`src/common/qu_pkg.sv`:
```
// Shared constants and types for the quad serial line block
// Function
// RQ1 - Active-low terminal-ready output per line
// RQ2 - Serial outputs active high, idle high
// RQ3 - Silo clear driven from scan enable latch
// RQ4 - Bit timing divides 5.0688 MHz by rate divisor
// RQ5 - Codes 0-7 use divisors 6336 down to 264
// RQ6 - Codes 8-14 use divisors 176 down to 33
// RQ7 - Code 15 uses divisor 16, unsupported rate
// RQ8 - 16x sampling tolerates 43.75% edge misalignment
// RQ9 - Accept characters with half stop bit
// RQ10 - Silo raises input ready, loads per shift-in
// RQ11 - Silo drops input ready after shift-in ends
// RQ12 - Silo raises output ready, latches on shift-out
// RQ13 - Silo drops output ready after shift-out ends
// RQ14 - Separate low-pair and high-pair shift-in pulses; here both pins carry the same ld_q pulse
// RQ15 - Write silo only when all inputs ready
// RQ16 - Report combined silo output ready to software
// RQ17 - Test select swaps top rate for test clock
// RQ18 - One shift-in per input-ready rise
// RQ19 - Independent per-line rate counters
package qu_pkg;
	localparam int          NLINES    = 4;
	localparam int          CLK_HZ    = 40_000_000;
	localparam int          SYS_HZ    = 5_068_800;
	localparam int          ACC_W     = 26;
	localparam int          DIV_W     = 13;
	localparam int          RATE_LSB  = 8;
	localparam int          RATE_MSB  = 11;
	localparam logic [3:0]  RATE_TEST = 4'hf;
	localparam logic [DIV_W-1:0] DIV_TABLE [16] = '{
		13'h18c0, 13'h1080, 13'h0b40, 13'h0930, 13'h0840, 13'h0420, 13'h0210, 13'h0108, // RQ5
		13'h00b0, 13'h009e, 13'h0084, 13'h0058, 13'h0042, 13'h002c, 13'h0021, 13'h0010}; // RQ6 RQ7
	// Oversampling: half bit is 8 ticks, full bit 16
	localparam logic [3:0]  HALF_BIT  = 4'h7;
	localparam logic [3:0]  FULL_BIT  = 4'hf;
	localparam logic [3:0]  TX_BITS   = 4'ha;
	localparam logic [1:0]  LOAD_CYC  = 2'h2;
	// Register offsets
	localparam logic [7:0]  ADDR_CTRL   = 8'h00;
	localparam logic [7:0]  ADDR_PARAM  = 8'h04;
	localparam logic [7:0]  ADDR_TERM   = 8'h08;
	localparam logic [7:0]  ADDR_TXDATA = 8'h0c;
	localparam logic [7:0]  ADDR_STATUS = 8'h10;
	localparam logic [1:0]  RESP_OKAY   = 2'h0;
	localparam logic [1:0]  RESP_SLVERR = 2'h2;
	typedef struct packed {
		logic [7:0] data;
		logic       ferr;
	} qu_rx_t;
	typedef enum logic [1:0] {SW_IDLE = 2'h0, SW_LOAD = 2'h1, SW_WAIT = 2'h3} qu_silo_st_t;
	typedef enum logic [1:0] {RX_IDLE = 2'h0, RX_START = 2'h1, RX_DATA = 2'h3, RX_STOP = 2'h2} qu_rx_st_t;
endpackage

```
`src/core/qu_line.sv`:
```
// One serial line: rate counter, 16x receiver and transmitter
`timescale 1ns/1ps
module qu_line (
	// Clock and reset
	input  wire logic          aclk,
	input  wire logic          aresetn,
	// Timing
	input  wire logic          sys_tick,
	input  wire logic          test_tick,
	input  wire logic          test_sel,
	input  wire logic [3:0]    rate,
	// Transmit
	input  wire logic          tx_start,
	input  wire logic [7:0]    tx_data,
	output logic               tx_busy,
	output logic               ser_out,
	// Receive
	input  wire logic          ser_in,
	input  wire logic          rx_ack,
	output logic               rx_valid,
	output qu_pkg::qu_rx_t     rx_char
);
	logic [qu_pkg::DIV_W-1:0] cnt_q, cnt_d;
	logic                     tick;
	logic                     use_test;
	logic                     reload;
	qu_pkg::qu_rx_st_t        rx_q, rx_d;
	logic [3:0]               rph_q, rph_d;
	logic [2:0]               rbit_q, rbit_d;
	logic [7:0]               rsh_q, rsh_d;
	logic                     rv_q, rv_d;
	qu_pkg::qu_rx_t           rc_q, rc_d;
	logic [9:0]               tsh_q, tsh_d;
	logic [3:0]               tph_q, tph_d;
	logic [3:0]               tleft_q, tleft_d;

	////////////////////////////////////////////////////////////////
	always_comb begin
		use_test = test_sel && (rate == qu_pkg::RATE_TEST);
		tick     = use_test ? test_tick : (sys_tick && cnt_q == '0); // RQ17
		cnt_d    = cnt_q;
		// Reload early too, else a slow rate's stale count delays a faster one
		reload   = (cnt_q == '0) || (cnt_q >= qu_pkg::DIV_TABLE[rate]);
		if (sys_tick)
			cnt_d = reload ? qu_pkg::DIV_TABLE[rate] - 1'b1 : cnt_q - 1'b1; // RQ4
	end

	////////////////////////////////////////////////////////////////
	// Start edge is sampled at mid bit; later bits at 16 tick spacing
	always_comb begin
		rx_d  = rx_q;
		rph_d = rph_q;
		rbit_d = rbit_q;
		rsh_d = rsh_q;
		rv_d  = rv_q && !rx_ack;
		rc_d  = rc_q;
		case (rx_q)
			qu_pkg::RX_IDLE: if (!ser_in) begin
				rx_d  = qu_pkg::RX_START;
				rph_d = '0;
			end
			qu_pkg::RX_START: if (tick) begin
				rph_d = rph_q + 1'b1;
				if (rph_q == qu_pkg::HALF_BIT) begin
					rph_d  = '0;
					rbit_d = '0;
					rx_d   = ser_in ? qu_pkg::RX_IDLE : qu_pkg::RX_DATA; // RQ8
				end
			end
			qu_pkg::RX_DATA: if (tick) begin
				rph_d = rph_q + 1'b1;
				if (rph_q == qu_pkg::FULL_BIT) begin
					rsh_d  = {ser_in, rsh_q[7:1]};
					rbit_d = rbit_q + 1'b1;
					if (rbit_q == 3'h7)
						rx_d = qu_pkg::RX_STOP;
				end
			end
			qu_pkg::RX_STOP: if (tick) begin
				rph_d = rph_q + 1'b1;
				// Finish at stop mid point so a half stop bit suffices
				if (rph_q == qu_pkg::FULL_BIT) begin
					rx_d = qu_pkg::RX_IDLE; // RQ9
					rv_d = 1'b1;
					rc_d = '{data: rsh_q, ferr: !ser_in};
				end
			end
			default: rx_d = qu_pkg::RX_IDLE;
		endcase
	end

	////////////////////////////////////////////////////////////////
	always_comb begin
		tsh_d   = tsh_q;
		tph_d   = tph_q;
		tleft_d = tleft_q;
		if (tleft_q == '0) begin
			if (tx_start) begin
				tsh_d   = {1'b1, tx_data, 1'b0};
				tph_d   = '0;
				tleft_d = qu_pkg::TX_BITS;
			end
		end else if (tick) begin
			tph_d = tph_q + 1'b1;
			if (tph_q == qu_pkg::FULL_BIT) begin
				tsh_d   = {1'b1, tsh_q[9:1]}; // RQ2
				tleft_d = tleft_q - 1'b1;
			end
		end
	end

	always_ff @(posedge aclk) begin
		if (!aresetn) begin
			cnt_q   <= '0;
			rx_q    <= qu_pkg::RX_IDLE;
			rph_q   <= '0;
			rbit_q  <= '0;
			rsh_q   <= '0;
			rv_q    <= 1'b0;
			rc_q    <= '0;
			tsh_q   <= 10'h3ff;
			tph_q   <= '0;
			tleft_q <= '0;
		end else begin
			cnt_q   <= cnt_d;
			rx_q    <= rx_d;
			rph_q   <= rph_d;
			rbit_q  <= rbit_d;
			rsh_q   <= rsh_d;
			rv_q    <= rv_d;
			rc_q    <= rc_d;
			tsh_q   <= tsh_d;
			tph_q   <= tph_d;
			tleft_q <= tleft_d;
		end
	end

	assign ser_out  = tsh_q[0];
	assign tx_busy  = (tleft_q != '0);
	assign rx_valid = rv_q;
	assign rx_char  = rc_q;

	////////////////////////////////////////////////////////////////
	rate_low_a: assert property (@(posedge aclk) disable iff (!aresetn) // RQ5
		(sys_tick && cnt_q == '0 && !rate[3]) |=> cnt_q == qu_pkg::DIV_TABLE[$past(rate)] - 1'b1)
		else $error("low rate divisor");
	rate_high_a: assert property (@(posedge aclk) disable iff (!aresetn) // RQ6
		(sys_tick && cnt_q == '0 && rate[3] && rate != 4'hf) |=> cnt_q == qu_pkg::DIV_TABLE[$past(rate)] - 1'b1)
		else $error("high rate divisor");
	rate_top_a: assert property (@(posedge aclk) disable iff (!aresetn) // RQ7
		(sys_tick && cnt_q == '0 && rate == 4'hf) |=> cnt_q == 13'h000f) else $error("top rate divisor");
	test_clk_a: assert property (@(posedge aclk) disable iff (!aresetn) // RQ17
		(test_sel && rate == 4'hf && test_tick && rx_q == qu_pkg::RX_START) |=> rph_q != $past(rph_q))
		else $error("test clock ignored");
	false_start_a: assert property (@(posedge aclk) disable iff (!aresetn) // RQ8
		(rx_q == qu_pkg::RX_START && tick && rph_q == 4'h7 && ser_in) |=> rx_q == qu_pkg::RX_IDLE)
		else $error("false start kept");
	half_stop_a: assert property (@(posedge aclk) disable iff (!aresetn) // RQ9
		(rx_q == qu_pkg::RX_STOP && tick && rph_q == 4'hf) |=> (rx_q == qu_pkg::RX_IDLE && rv_q))
		else $error("stop not ended mid bit");
	idle_high_a: assert property (@(posedge aclk) disable iff (!aresetn) // RQ2
		!tx_busy |-> ser_out) else $error("idle line low");
	rx_char_c: cover property (@(posedge aclk) disable iff (!aresetn) $rose(rv_q));
endmodule // qu_line

```
`src/core/qu_top.sv`:
```
// Quad serial line block with silo writer and AXI4-Lite registers
//
// Chosen here: the AXI4-Lite interface to the registers and the register addresses.
`timescale 1ns/1ps
module qu_top (
	// Clock and reset
	input  wire logic        aclk,
	input  wire logic        aresetn,
	// AXI4-Lite write
	input  wire logic [7:0]  s_axi_awaddr,
	input  wire logic        s_axi_awvalid,
	output logic             s_axi_awready,
	input  wire logic [31:0] s_axi_wdata,
	input  wire logic [3:0]  s_axi_wstrb,
	input  wire logic        s_axi_wvalid,
	output logic             s_axi_wready,
	output logic [1:0]       s_axi_bresp,
	output logic             s_axi_bvalid,
	input  wire logic        s_axi_bready,
	// AXI4-Lite read
	input  wire logic [7:0]  s_axi_araddr,
	input  wire logic        s_axi_arvalid,
	output logic             s_axi_arready,
	output logic [31:0]      s_axi_rdata,
	output logic [1:0]       s_axi_rresp,
	output logic             s_axi_rvalid,
	input  wire logic        s_axi_rready,
	// Serial lines
	input  wire logic [3:0]  ser_in_line,
	output logic             ser_out_line0,
	output logic             ser_out_line1,
	output logic             ser_out_line2,
	output logic             ser_out_line3,
	output logic             term_ready_n_line0,
	output logic             term_ready_n_line1,
	output logic             term_ready_n_line2,
	output logic             term_ready_n_line3,
	// Test clocking
	input  wire logic        test_clk,
	input  wire logic        test_clk_select,
	// Silo
	input  wire logic        silo_in_rdy_all,
	input  wire logic        silo_out_rdy_all,
	output logic             silo_load_low_pair,
	output logic             silo_load_high_pair,
	output logic [7:0]       silo_wdata,
	output logic             silo_clear_n
);
	localparam int NL = qu_pkg::NLINES;
	logic [3:0]          rin_m, rin_s;
	logic [2:0]          tck_m;
	logic [1:0]          tsel_m, ir_m, or_m;
	logic [qu_pkg::ACC_W-1:0] acc_q, acc_d;
	logic                sys_tick_q, sys_tick_d;
	logic                scan_q, scan_d;
	logic [3:0]          term_n_q, term_n_d;
	logic [3:0]          rate_q [NL];
	logic [3:0]          rate_d [NL];
	logic [NL-1:0]       tx_start, tx_busy, ser_out, rx_valid, rx_ack;
	qu_pkg::qu_rx_t      rx_char [NL];
	logic                aw_q, aw_d, w_q, w_d, bv_q, bv_d, rv_q, rv_d;
	logic [7:0]          awa_q, awa_d;
	logic [31:0]         wd_q, wd_d, rd_q, rd_d;
	logic [1:0]          br_q, br_d, rr_q, rr_d;
	logic                wr_go, rd_go;
	qu_pkg::qu_silo_st_t sw_q, sw_d;
	logic [1:0]          pc_q, pc_d;
	logic [7:0]          sd_q, sd_d;
	logic                ld_q, ld_d;

	////////////////////////////////////////////////////////////////
	// Pin synchronisers; test clock edge taken from second and third stage
	always_ff @(posedge aclk) begin
		rin_m  <= ser_in_line;
		rin_s  <= rin_m;
		tck_m  <= {tck_m[1:0], test_clk};
		tsel_m <= {tsel_m[0], test_clk_select};
		ir_m   <= {ir_m[0], silo_in_rdy_all};
		or_m   <= {or_m[0], silo_out_rdy_all};
	end

	// Fractional prescaler makes the 5.0688 MHz tick from aclk
	always_comb begin
		sys_tick_d = (acc_q + qu_pkg::ACC_W'(qu_pkg::SYS_HZ)) >= qu_pkg::ACC_W'(qu_pkg::CLK_HZ);
		acc_d      = acc_q + qu_pkg::ACC_W'(qu_pkg::SYS_HZ) - (sys_tick_d ? qu_pkg::ACC_W'(qu_pkg::CLK_HZ) : '0);
	end

	////////////////////////////////////////////////////////////////
	// Each line owns its rate counter
	for (genvar i = 0; i < NL; i++) begin : g_line
		qu_line u_line (
			.aclk      (aclk),
			.aresetn   (aresetn),
			.sys_tick  (sys_tick_q),
			.test_tick (tck_m[1] && !tck_m[2]),
			.test_sel  (tsel_m[1]),
			.rate      (rate_q[i]),
			.tx_start  (tx_start[i]),
			.tx_data   (wd_q[7:0]),
			.tx_busy   (tx_busy[i]),
			.ser_out   (ser_out[i]),
			.ser_in    (rin_s[i]),
			.rx_ack    (rx_ack[i]),
			.rx_valid  (rx_valid[i]),
			.rx_char   (rx_char[i])
		); // RQ19
		assign tx_start[i] = wr_go && awa_q == qu_pkg::ADDR_TXDATA && wd_q[9:8] == 2'(i);
		assign rx_ack[i]   = sw_q == qu_pkg::SW_IDLE && ir_m[1] && scan_q && pc_q == 2'(i) && rx_valid[i];
	end

	////////////////////////////////////////////////////////////////
	// AXI4-Lite slave; write acts once address and data are both held
	assign wr_go = aw_q && w_q && !bv_q;
	assign rd_go = s_axi_arvalid && !rv_q;

	always_comb begin
		aw_d = aw_q;
		w_d  = w_q;
		awa_d = awa_q;
		wd_d = wd_q;
		bv_d = bv_q && !s_axi_bready;
		br_d = br_q;
		rv_d = rv_q && !s_axi_rready;
		rd_d = rd_q;
		rr_d = rr_q;
		scan_d = scan_q;
		term_n_d = term_n_q;
		rate_d = rate_q;
		if (s_axi_awvalid && !aw_q) begin
			aw_d  = 1'b1;
			awa_d = s_axi_awaddr;
		end
		if (s_axi_wvalid && !w_q) begin
			w_d  = 1'b1;
			wd_d = s_axi_wdata;
		end
		if (wr_go) begin
			aw_d = 1'b0;
			w_d  = 1'b0;
			bv_d = 1'b1;
			br_d = qu_pkg::RESP_OKAY;
			case (awa_q)
				qu_pkg::ADDR_CTRL:   scan_d = wd_q[0];
				qu_pkg::ADDR_PARAM:  rate_d[wd_q[1:0]] = wd_q[qu_pkg::RATE_MSB:qu_pkg::RATE_LSB]; // RQ4
				qu_pkg::ADDR_TERM:   term_n_d = ~wd_q[3:0]; // RQ1
				qu_pkg::ADDR_TXDATA: ;
				default:             br_d = qu_pkg::RESP_SLVERR;
			endcase
		end
		if (rd_go) begin
			rv_d = 1'b1;
			rr_d = qu_pkg::RESP_OKAY;
			case (s_axi_araddr)
				qu_pkg::ADDR_CTRL:   rd_d = {31'h0, scan_q};
				qu_pkg::ADDR_PARAM:  rd_d = {16'h0, rate_q[3], rate_q[2], rate_q[1], rate_q[0]};
				qu_pkg::ADDR_TERM:   rd_d = {28'h0, ~term_n_q};
				qu_pkg::ADDR_TXDATA: rd_d = 32'h0;
				qu_pkg::ADDR_STATUS: rd_d = {20'h0, rx_valid, tx_busy, 2'h0, ir_m[1], or_m[1]}; // RQ16
				default: begin
					rd_d = 32'h0;
					rr_d = qu_pkg::RESP_SLVERR;
				end
			endcase
		end
	end

	////////////////////////////////////////////////////////////////
	// Silo writer: both pairs load together, one load per ready rise
	always_comb begin
		sw_d = sw_q;
		pc_d = pc_q + 1'b1;
		sd_d = sd_q;
		ld_d = 1'b0;
		case (sw_q)
			qu_pkg::SW_IDLE: if (ir_m[1] && scan_q && rx_valid[pc_q]) begin // RQ15
				sw_d = qu_pkg::SW_LOAD;
				pc_d = pc_q;
				sd_d = rx_char[pc_q].data;
				ld_d = 1'b1;
			end
			// One cycle pulse; a second load waits for ready to fall and rise
			qu_pkg::SW_LOAD: begin
				pc_d = pc_q;
				sw_d = qu_pkg::SW_WAIT; // RQ18
			end
			qu_pkg::SW_WAIT: begin
				pc_d = pc_q;
				if (!ir_m[1])
					sw_d = qu_pkg::SW_IDLE; // RQ18
			end
			default: sw_d = qu_pkg::SW_IDLE;
		endcase
		if (!scan_q)
			sw_d = qu_pkg::SW_IDLE;
	end

	always_ff @(posedge aclk) begin
		if (!aresetn) begin
			acc_q <= '0;
			sys_tick_q <= 1'b0;
			scan_q <= 1'b0;
			term_n_q <= 4'hf;
			rate_q <= '{default: 4'h0};
			aw_q <= 1'b0;
			w_q <= 1'b0;
			awa_q <= '0;
			wd_q <= '0;
			bv_q <= 1'b0;
			br_q <= '0;
			rv_q <= 1'b0;
			rd_q <= '0;
			rr_q <= '0;
			sw_q <= qu_pkg::SW_IDLE;
			pc_q <= '0;
			sd_q <= '0;
			ld_q <= 1'b0;
		end else begin
			acc_q <= acc_d;
			sys_tick_q <= sys_tick_d;
			scan_q <= scan_d;
			term_n_q <= term_n_d;
			rate_q <= rate_d;
			aw_q <= aw_d;
			w_q <= w_d;
			awa_q <= awa_d;
			wd_q <= wd_d;
			bv_q <= bv_d;
			br_q <= br_d;
			rv_q <= rv_d;
			rd_q <= rd_d;
			rr_q <= rr_d;
			sw_q <= sw_d;
			pc_q <= pc_d;
			sd_q <= sd_d;
			ld_q <= ld_d;
		end
	end

	////////////////////////////////////////////////////////////////
	assign s_axi_awready       = !aw_q;
	assign s_axi_wready        = !w_q;
	assign s_axi_bvalid        = bv_q;
	assign s_axi_bresp         = br_q;
	assign s_axi_arready       = !rv_q;
	assign s_axi_rvalid        = rv_q;
	assign s_axi_rdata         = rd_q;
	assign s_axi_rresp         = rr_q;
	assign {ser_out_line3, ser_out_line2, ser_out_line1, ser_out_line0} = ser_out; // RQ2
	assign {term_ready_n_line3, term_ready_n_line2, term_ready_n_line1, term_ready_n_line0} = term_n_q; // RQ1
	assign silo_clear_n        = scan_q; // RQ3
	assign silo_load_low_pair  = ld_q; // RQ14
	assign silo_load_high_pair = ld_q;
	assign silo_wdata          = sd_q;

	////////////////////////////////////////////////////////////////
	term_ready_a: assert property (@(posedge aclk) disable iff (!aresetn) // RQ1
		(wr_go && awa_q == 8'h08) |=> term_n_q == ~$past(wd_q[3:0])) else $error("terminal ready wrong");
	silo_clear_a: assert property (@(posedge aclk) disable iff (!aresetn) // RQ3
		silo_clear_n == scan_q) else $error("silo clear wrong");
	clear_idle_a: assert property (@(posedge aclk) disable iff (!aresetn) // RQ3
		$fell(scan_q) |=> sw_q == qu_pkg::SW_IDLE && !ld_q) else $error("writer runs while cleared");
	pair_load_a: assert property (@(posedge aclk) disable iff (!aresetn) // RQ14
		silo_load_low_pair == silo_load_high_pair) else $error("pair loads split");
	load_ready_a: assert property (@(posedge aclk) disable iff (!aresetn) // RQ15
		$rose(ld_q) |-> $past(ir_m[1]) && $past(scan_q)) else $error("load without ready");
	one_load_a: assert property (@(posedge aclk) disable iff (!aresetn) // RQ18
		ld_q |=> !ld_q) else $error("second load");
	rearm_a: assert property (@(posedge aclk) disable iff (!aresetn) // RQ18
		(sw_q == qu_pkg::SW_WAIT && ir_m[1] && scan_q) |=> sw_q == qu_pkg::SW_WAIT) else $error("rearmed too early");
	out_ready_a: assert property (@(posedge aclk) disable iff (!aresetn) // RQ16
		(rd_go && s_axi_araddr == 8'h10) |=> rd_q[0] == $past(or_m[1])) else $error("out ready status");
	load_c: cover property (@(posedge aclk) disable iff (!aresetn) $rose(ld_q));
	tx_c: cover property (@(posedge aclk) disable iff (!aresetn) $rose(tx_busy[0]));
	wait_c: cover property (@(posedge aclk) disable iff (!aresetn) sw_q == qu_pkg::SW_WAIT ##1 sw_q == qu_pkg::SW_IDLE);
endmodule // qu_top

```
`config.mk`:
```
export PLATFORM = sky130hd
export DESIGN_NAME = qu_top
export DESIGN_NICKNAME = d
export VERILOG_FILES = /design/src/common/qu_pkg.sv /design/src/core/qu_line.sv /design/src/core/qu_top.sv
export SDC_FILE = /design/constraint.sdc
export NUM_CORES = 1
export LEC_CHECK = 0
export ABC_AREA = 1
export BUFFER_PORTS_ARGS = -buffer_cell sky130_fd_sc_hd__buf_2
export CAP_MARGIN = 30
export CORE_MARGIN = 2
export CORE_UTILIZATION = 45
export CTS_CLUSTER_DIAMETER = 100
export DETAILED_ROUTE_END_ITERATION = 7
export PLACE_DENSITY = 0.76
export SETUP_SLACK_MARGIN = 0.1
export SYNTH_ARGS = -nofsm -noshare
export SYNTH_HDL_FRONTEND = slang
export SYNTH_SLANG_ARGS = --single-unit
```
`constraint.sdc`:
```
create_clock -name aclk -period 3.2 [get_ports aclk]
set_input_delay 0.64 -clock aclk [delete_from_list [all_inputs] [get_ports aclk]]
set_output_delay 0.64 -clock aclk [all_outputs]
set_load 0.01 [all_outputs]
```
==> flow_summary_export.csv <==
group,metric,value,unit
synth,syn_area,18200,µm²
power_and_ir_drop,combPwrFrac,68.2,%
sta,post-route-min-period,3.47,ns
worst_hold_path,min_delay_path_depth,1,
clocking,cts_max_path_buffers,3,
synth,ys_seq_area_share,36.8,%
clocking,ctsRootBufferMaster,"clkbuf_16",
sta,finalClockSkew,0.0376,ns
power_and_ir_drop,p_total,0.0308,W
clocking,clock_latency,0.59,ns
worst_setup_path,critPathRequiredTime,3.62,ns
global_route,track_usage,24.7,%
sta,setup_viol,35,
floorplanning,rows,73,
floorplanning,die_x,205,µm
worst_hold_path,hold-path-endpoint,"tck_m[0]",
sta,period_share,108,%
sta,rsz0062_at_grt,"true",
worst_setup_path,critical_path_class,"reg2reg",
routing,drt_iter0_markers,1553,
worst_setup_path,r2r_cells,16,
global_route,use_met1,30.5,%
layout,fin_nets,3122,
floorplanning,die_h,205,µm
flow_run,drv_cap,0,
global_route,grt_max_degree,153,
power_and_ir_drop,p_seq_share,16.3,%
power_and_ir_drop,p_switching,0.0141,W
layout,instances_no_fill,3508,
global_route,antenna_found_initial,1,
sta,final-hold-violation-count,0,
global_route,grt.busiest_layer,"met2",
worst_setup_path,start_kind,"flip-flop",
synth,yosysTopAreaCell,"dfxtp_1",
floorplanning,core,39800,µm²
sta,whs,0.158,ns
global_route,met3_usage,3.77,%
sta,relSlewSlack,42.5,%
power_and_ir_drop,p_sw_share,45.8,%
routing,wirelength,58100,µm
layout,regArea,6750,µm²
floorplanning,initial_core_util,45.7,%
place,numPortBuffers,84,
place,gp_congestion,0.939,
floorplanning,die-area,42100,µm²
layout,area_growth,33.2,%
place,dp.cells,3324,
power_and_ir_drop,p_leak,10.8,nW
routing,drc,0,
power_and_ir_drop,powerDensity,1270,nW/µm²
global_route,met2_usage,42.4,%
status,outcome,"finished with violations",
routing,drt-vias-per-instance,5.64,
status,violations,"setup timing",
worst_setup_path,reg2reg_to,"g_line[1].u_line.cnt_q[6]",
clocking,htreeDepth,2,
worst_setup_path,cp_max_fo,7,
routing,wl_per_cell,16.6,µm
sta,drv_slew,0,
clocking,cts_tree,"yes",
power_and_ir_drop,internal_power,0.0167,W
worst_setup_path,arrival,3.89,ns
synth,avgSynthCellArea,6.93,µm²
worst_hold_path,hold_class,"in2reg",
sta,fmax,0.289,GHz
worst_setup_path,end_kind,"flip-flop",
routing,ant_nets,0,
routing,dr_total_vias,19800,
global_route,grt_pass1_vias,18000,
power_and_ir_drop,pwr-share-clk,15.4,%
routing,drtPass1Iterations,7,
synth,async_flop_share,0,%
synth,ys_warn_count,0,
clocking,cts_made_buffers,38,
sta,fin_ws,-0.266,ns
sta,worstMarginPinSlew,0.863,ns
clocking,cts_sinks,335,
synth,synth_cell_types,52,
synth,synth_top_area_share,36.8,%
worst_hold_path,hp-start,"test_clk",
power_and_ir_drop,peakVddDrop,0.853,mV
global_route,grt_overflow,0,
clocking,path_clk_slew,0.06,ns
worst_setup_path,rrSetupSlack,-0.27,ns
worst_setup_path,r2r_start,"rate_q[10]",
synth,synth_ff_type,"dfxtp_1",
place,dp_hpwl,35900,µm
layout,fillers,3235,
layout,multi_input_area,11400,µm²
synth,synth.area.top_cells,"dfxtp_1, nand2_1, o21ai_0",
global_route,grt_pass1_wl,85800,µm
synth,synth_edf_count,0,
layout,layout-drive-gt1-share,26.9,%
synth,synth_cells,2628,
synth,ys_seq_elements,335,
floorplanning,io_pins,127,
==> layout by cell type (no fill, tap or decap), types with 7 or more instances in the layout <==
cell / n
buf_4: 256
a21oi_1: 221
nand2_2: 43
o21ai_4: 11
o22ai_1: 11
dfxtp_2: 10
nand4_1: 35
dfxtp_1: 318
nor2_4: 25
o2111ai_1: 8
xor2_1: 12
nand2_1: 409
buf_6: 37
nand3_1: 99
nand3_2: 16
nor3_1: 26
clkbuf_8: 9
a31oi_1: 23
dfxtp_4: 7
clkbuf_16: 38
nor2_1: 276
o21ai_1: 45
nor3_2: 11
nor2_2: 32
a211oi_1: 42
o211ai_1: 21
o21ai_2: 34
inv_2: 29
a21oi_2: 18
conb_1: 18
inv_1: 265
buf_2: 85
ha_4: 31
ha_1: 66
nand2_4: 30
o21ai_0: 228
==> repair_timing <==
item | in CTS | in global routing
hold buffers | 0 | 0
hold endpoints to repair | 0 | 0
gates resized for setup | 225 | 261
pin swaps | 116 | 159
buffers inserted | 46 | 72
endpoints found under the setup margin | 46 | 79
gates cloned | 5 | 0
==> kinds of logic (layout without fill, tap and decap cells) <==
group	after synthesis	after routing	synth area share, %
AOI/OAI and AO/OA	701	701	21.3
xor gates and xnor gates	23	23	1.15
adders and majority gates	102	102	7.01
buffers and inverters	427	761	9.31
DFF	335	335	36.8
other	1	19	0.0206
and+or+nand+nor	1039	1042	24.3
==> worst max path at each step <==
| stage | from | endpoint | slack [ns] | cells past startpoint |
|---|---|---|---|---|
| final | rate_q[10] | g_line[1].u_line.cnt_q[6] | -0.27 | 16 |
| after global routing | rate_q[0] | g_line[3].u_line.cnt_q[10] | -0.39 | 19 |
| after CTS | rate_q[0] | g_line[3].u_line.cnt_q[10] | -0.008 | 21 |
| after detailed placement | rate_q[10] | g_line[1].u_line.cnt_q[11] | -0.30 | 17 |
| after global placement | rate_q[10] | g_line[1].u_line.cnt_q[11] | -0.19 | 17 |
| after floorplan | rate_q[0] | g_line[3].u_line.cnt_q[10] | 0.12 | 21 |
==> sequential cells by signal, indices dropped and copies added, names as in the netlist, 16 cells and up <==
register	flops
g_line.u_line.cnt_q	52
g_line.u_line.tsh_q	36
g_line.u_line.rsh_q	32
g_line.u_line.rx_char	32
acc_q	17
g_line.u_line.rph_q	16
g_line.u_line.tleft_q	16
g_line.u_line.tph_q	16
rate_q	16
s_axi_rdata	16
==> through the flow <==
step | util (%) | worst slack (ns) | area, µm² | TNS [ns]
6_report | 60.9 | -0.266 | 24200 | -4.18
5_1_grt | 60.9 | -0.393 | 24200 | -9.28
4_1_cts | 57.3 | -0.00796 | 22800 | -0.00796
3_5_place_dp | 51.1 | -0.296 | 20300 | -4.77
3_3_place_gp | 51.1 | -0.187 | 20300 | -2.01
2_1_floorplan | - | 0.116 | 18400 | 0
==> worst max-delay path: stages (launching register included) <==
cell,delay [ns]
dfxtp_4,0.40
clkinvlp_4,0.20
o211ai_1,0.36
ha_1,0.34
a21oi_1,0.16
o21ai_1,0.10
a21oi_2,0.24
buf_4,0.17
nand4_4,0.16
o21ai_4,0.22
ha_4,0.17
nand2_4,0.06
nor2_4,0.21
nand2_2,0.11
nor2_2,0.14
xor2_1,0.17
a21oi_1,0.09
==> area by class of cell <==
type | instances | share of cell area [%]
Antenna cell | 1 | 0.0103
Clock buffer | 53 | 4.53
Clock inverter | 16 | 1.08
Inverter | 311 | 5.03
Multi-Input combinational cell | 1886 | 47.2
Sequential cell | 335 | 27.8
Tap cell | 525 | 2.71
Timing Repair Buffer | 381 | 11.6
==> routing by layer <==
layer  part of all wire [%]  up-vias
met5                  0.028        -
met4                    5.1        2
met3                    7.1      244
met2                     48      846
met1                     40     9290
li1                       -     9412
==> cells in the mapped netlist, types with 11 or more instances <==
cell type / instances
o22ai_1: 11
a21oi_1: 239
nand3_1: 114
ha_1: 102
nand4_1: 35
nor2_1: 326
nor3_1: 39
o211ai_1: 21
xor2_1: 15
buf_4: 19
a31oi_1: 23
o21ai_0: 308
nand2_1: 461
clkbuf_1: 76
inv_1: 299
dfxtp_1: 335
nand2_2: 16
a211oi_1: 44
buf_2: 16
==> power groups by stage <==
| stage | clock network, W | logic, W | registers, W |
|---|---|---|---|
| 4_1_cts | 0.00479 | 0.0156 | 0.00498 |
| 5_1_grt | 0.00496 | 0.0225 | 0.00508 |
| 3_3_place_gp | 0 | 0.0130 | 0.00502 |
| 3_5_place_dp | 0 | 0.0133 | 0.00504 |
| 2_1_floorplan | 0 | 0.00881 | 0.00489 |
| 6_report | 0.00474 | 0.0210 | 0.00503 |
(Power assumes the default switching activity.)
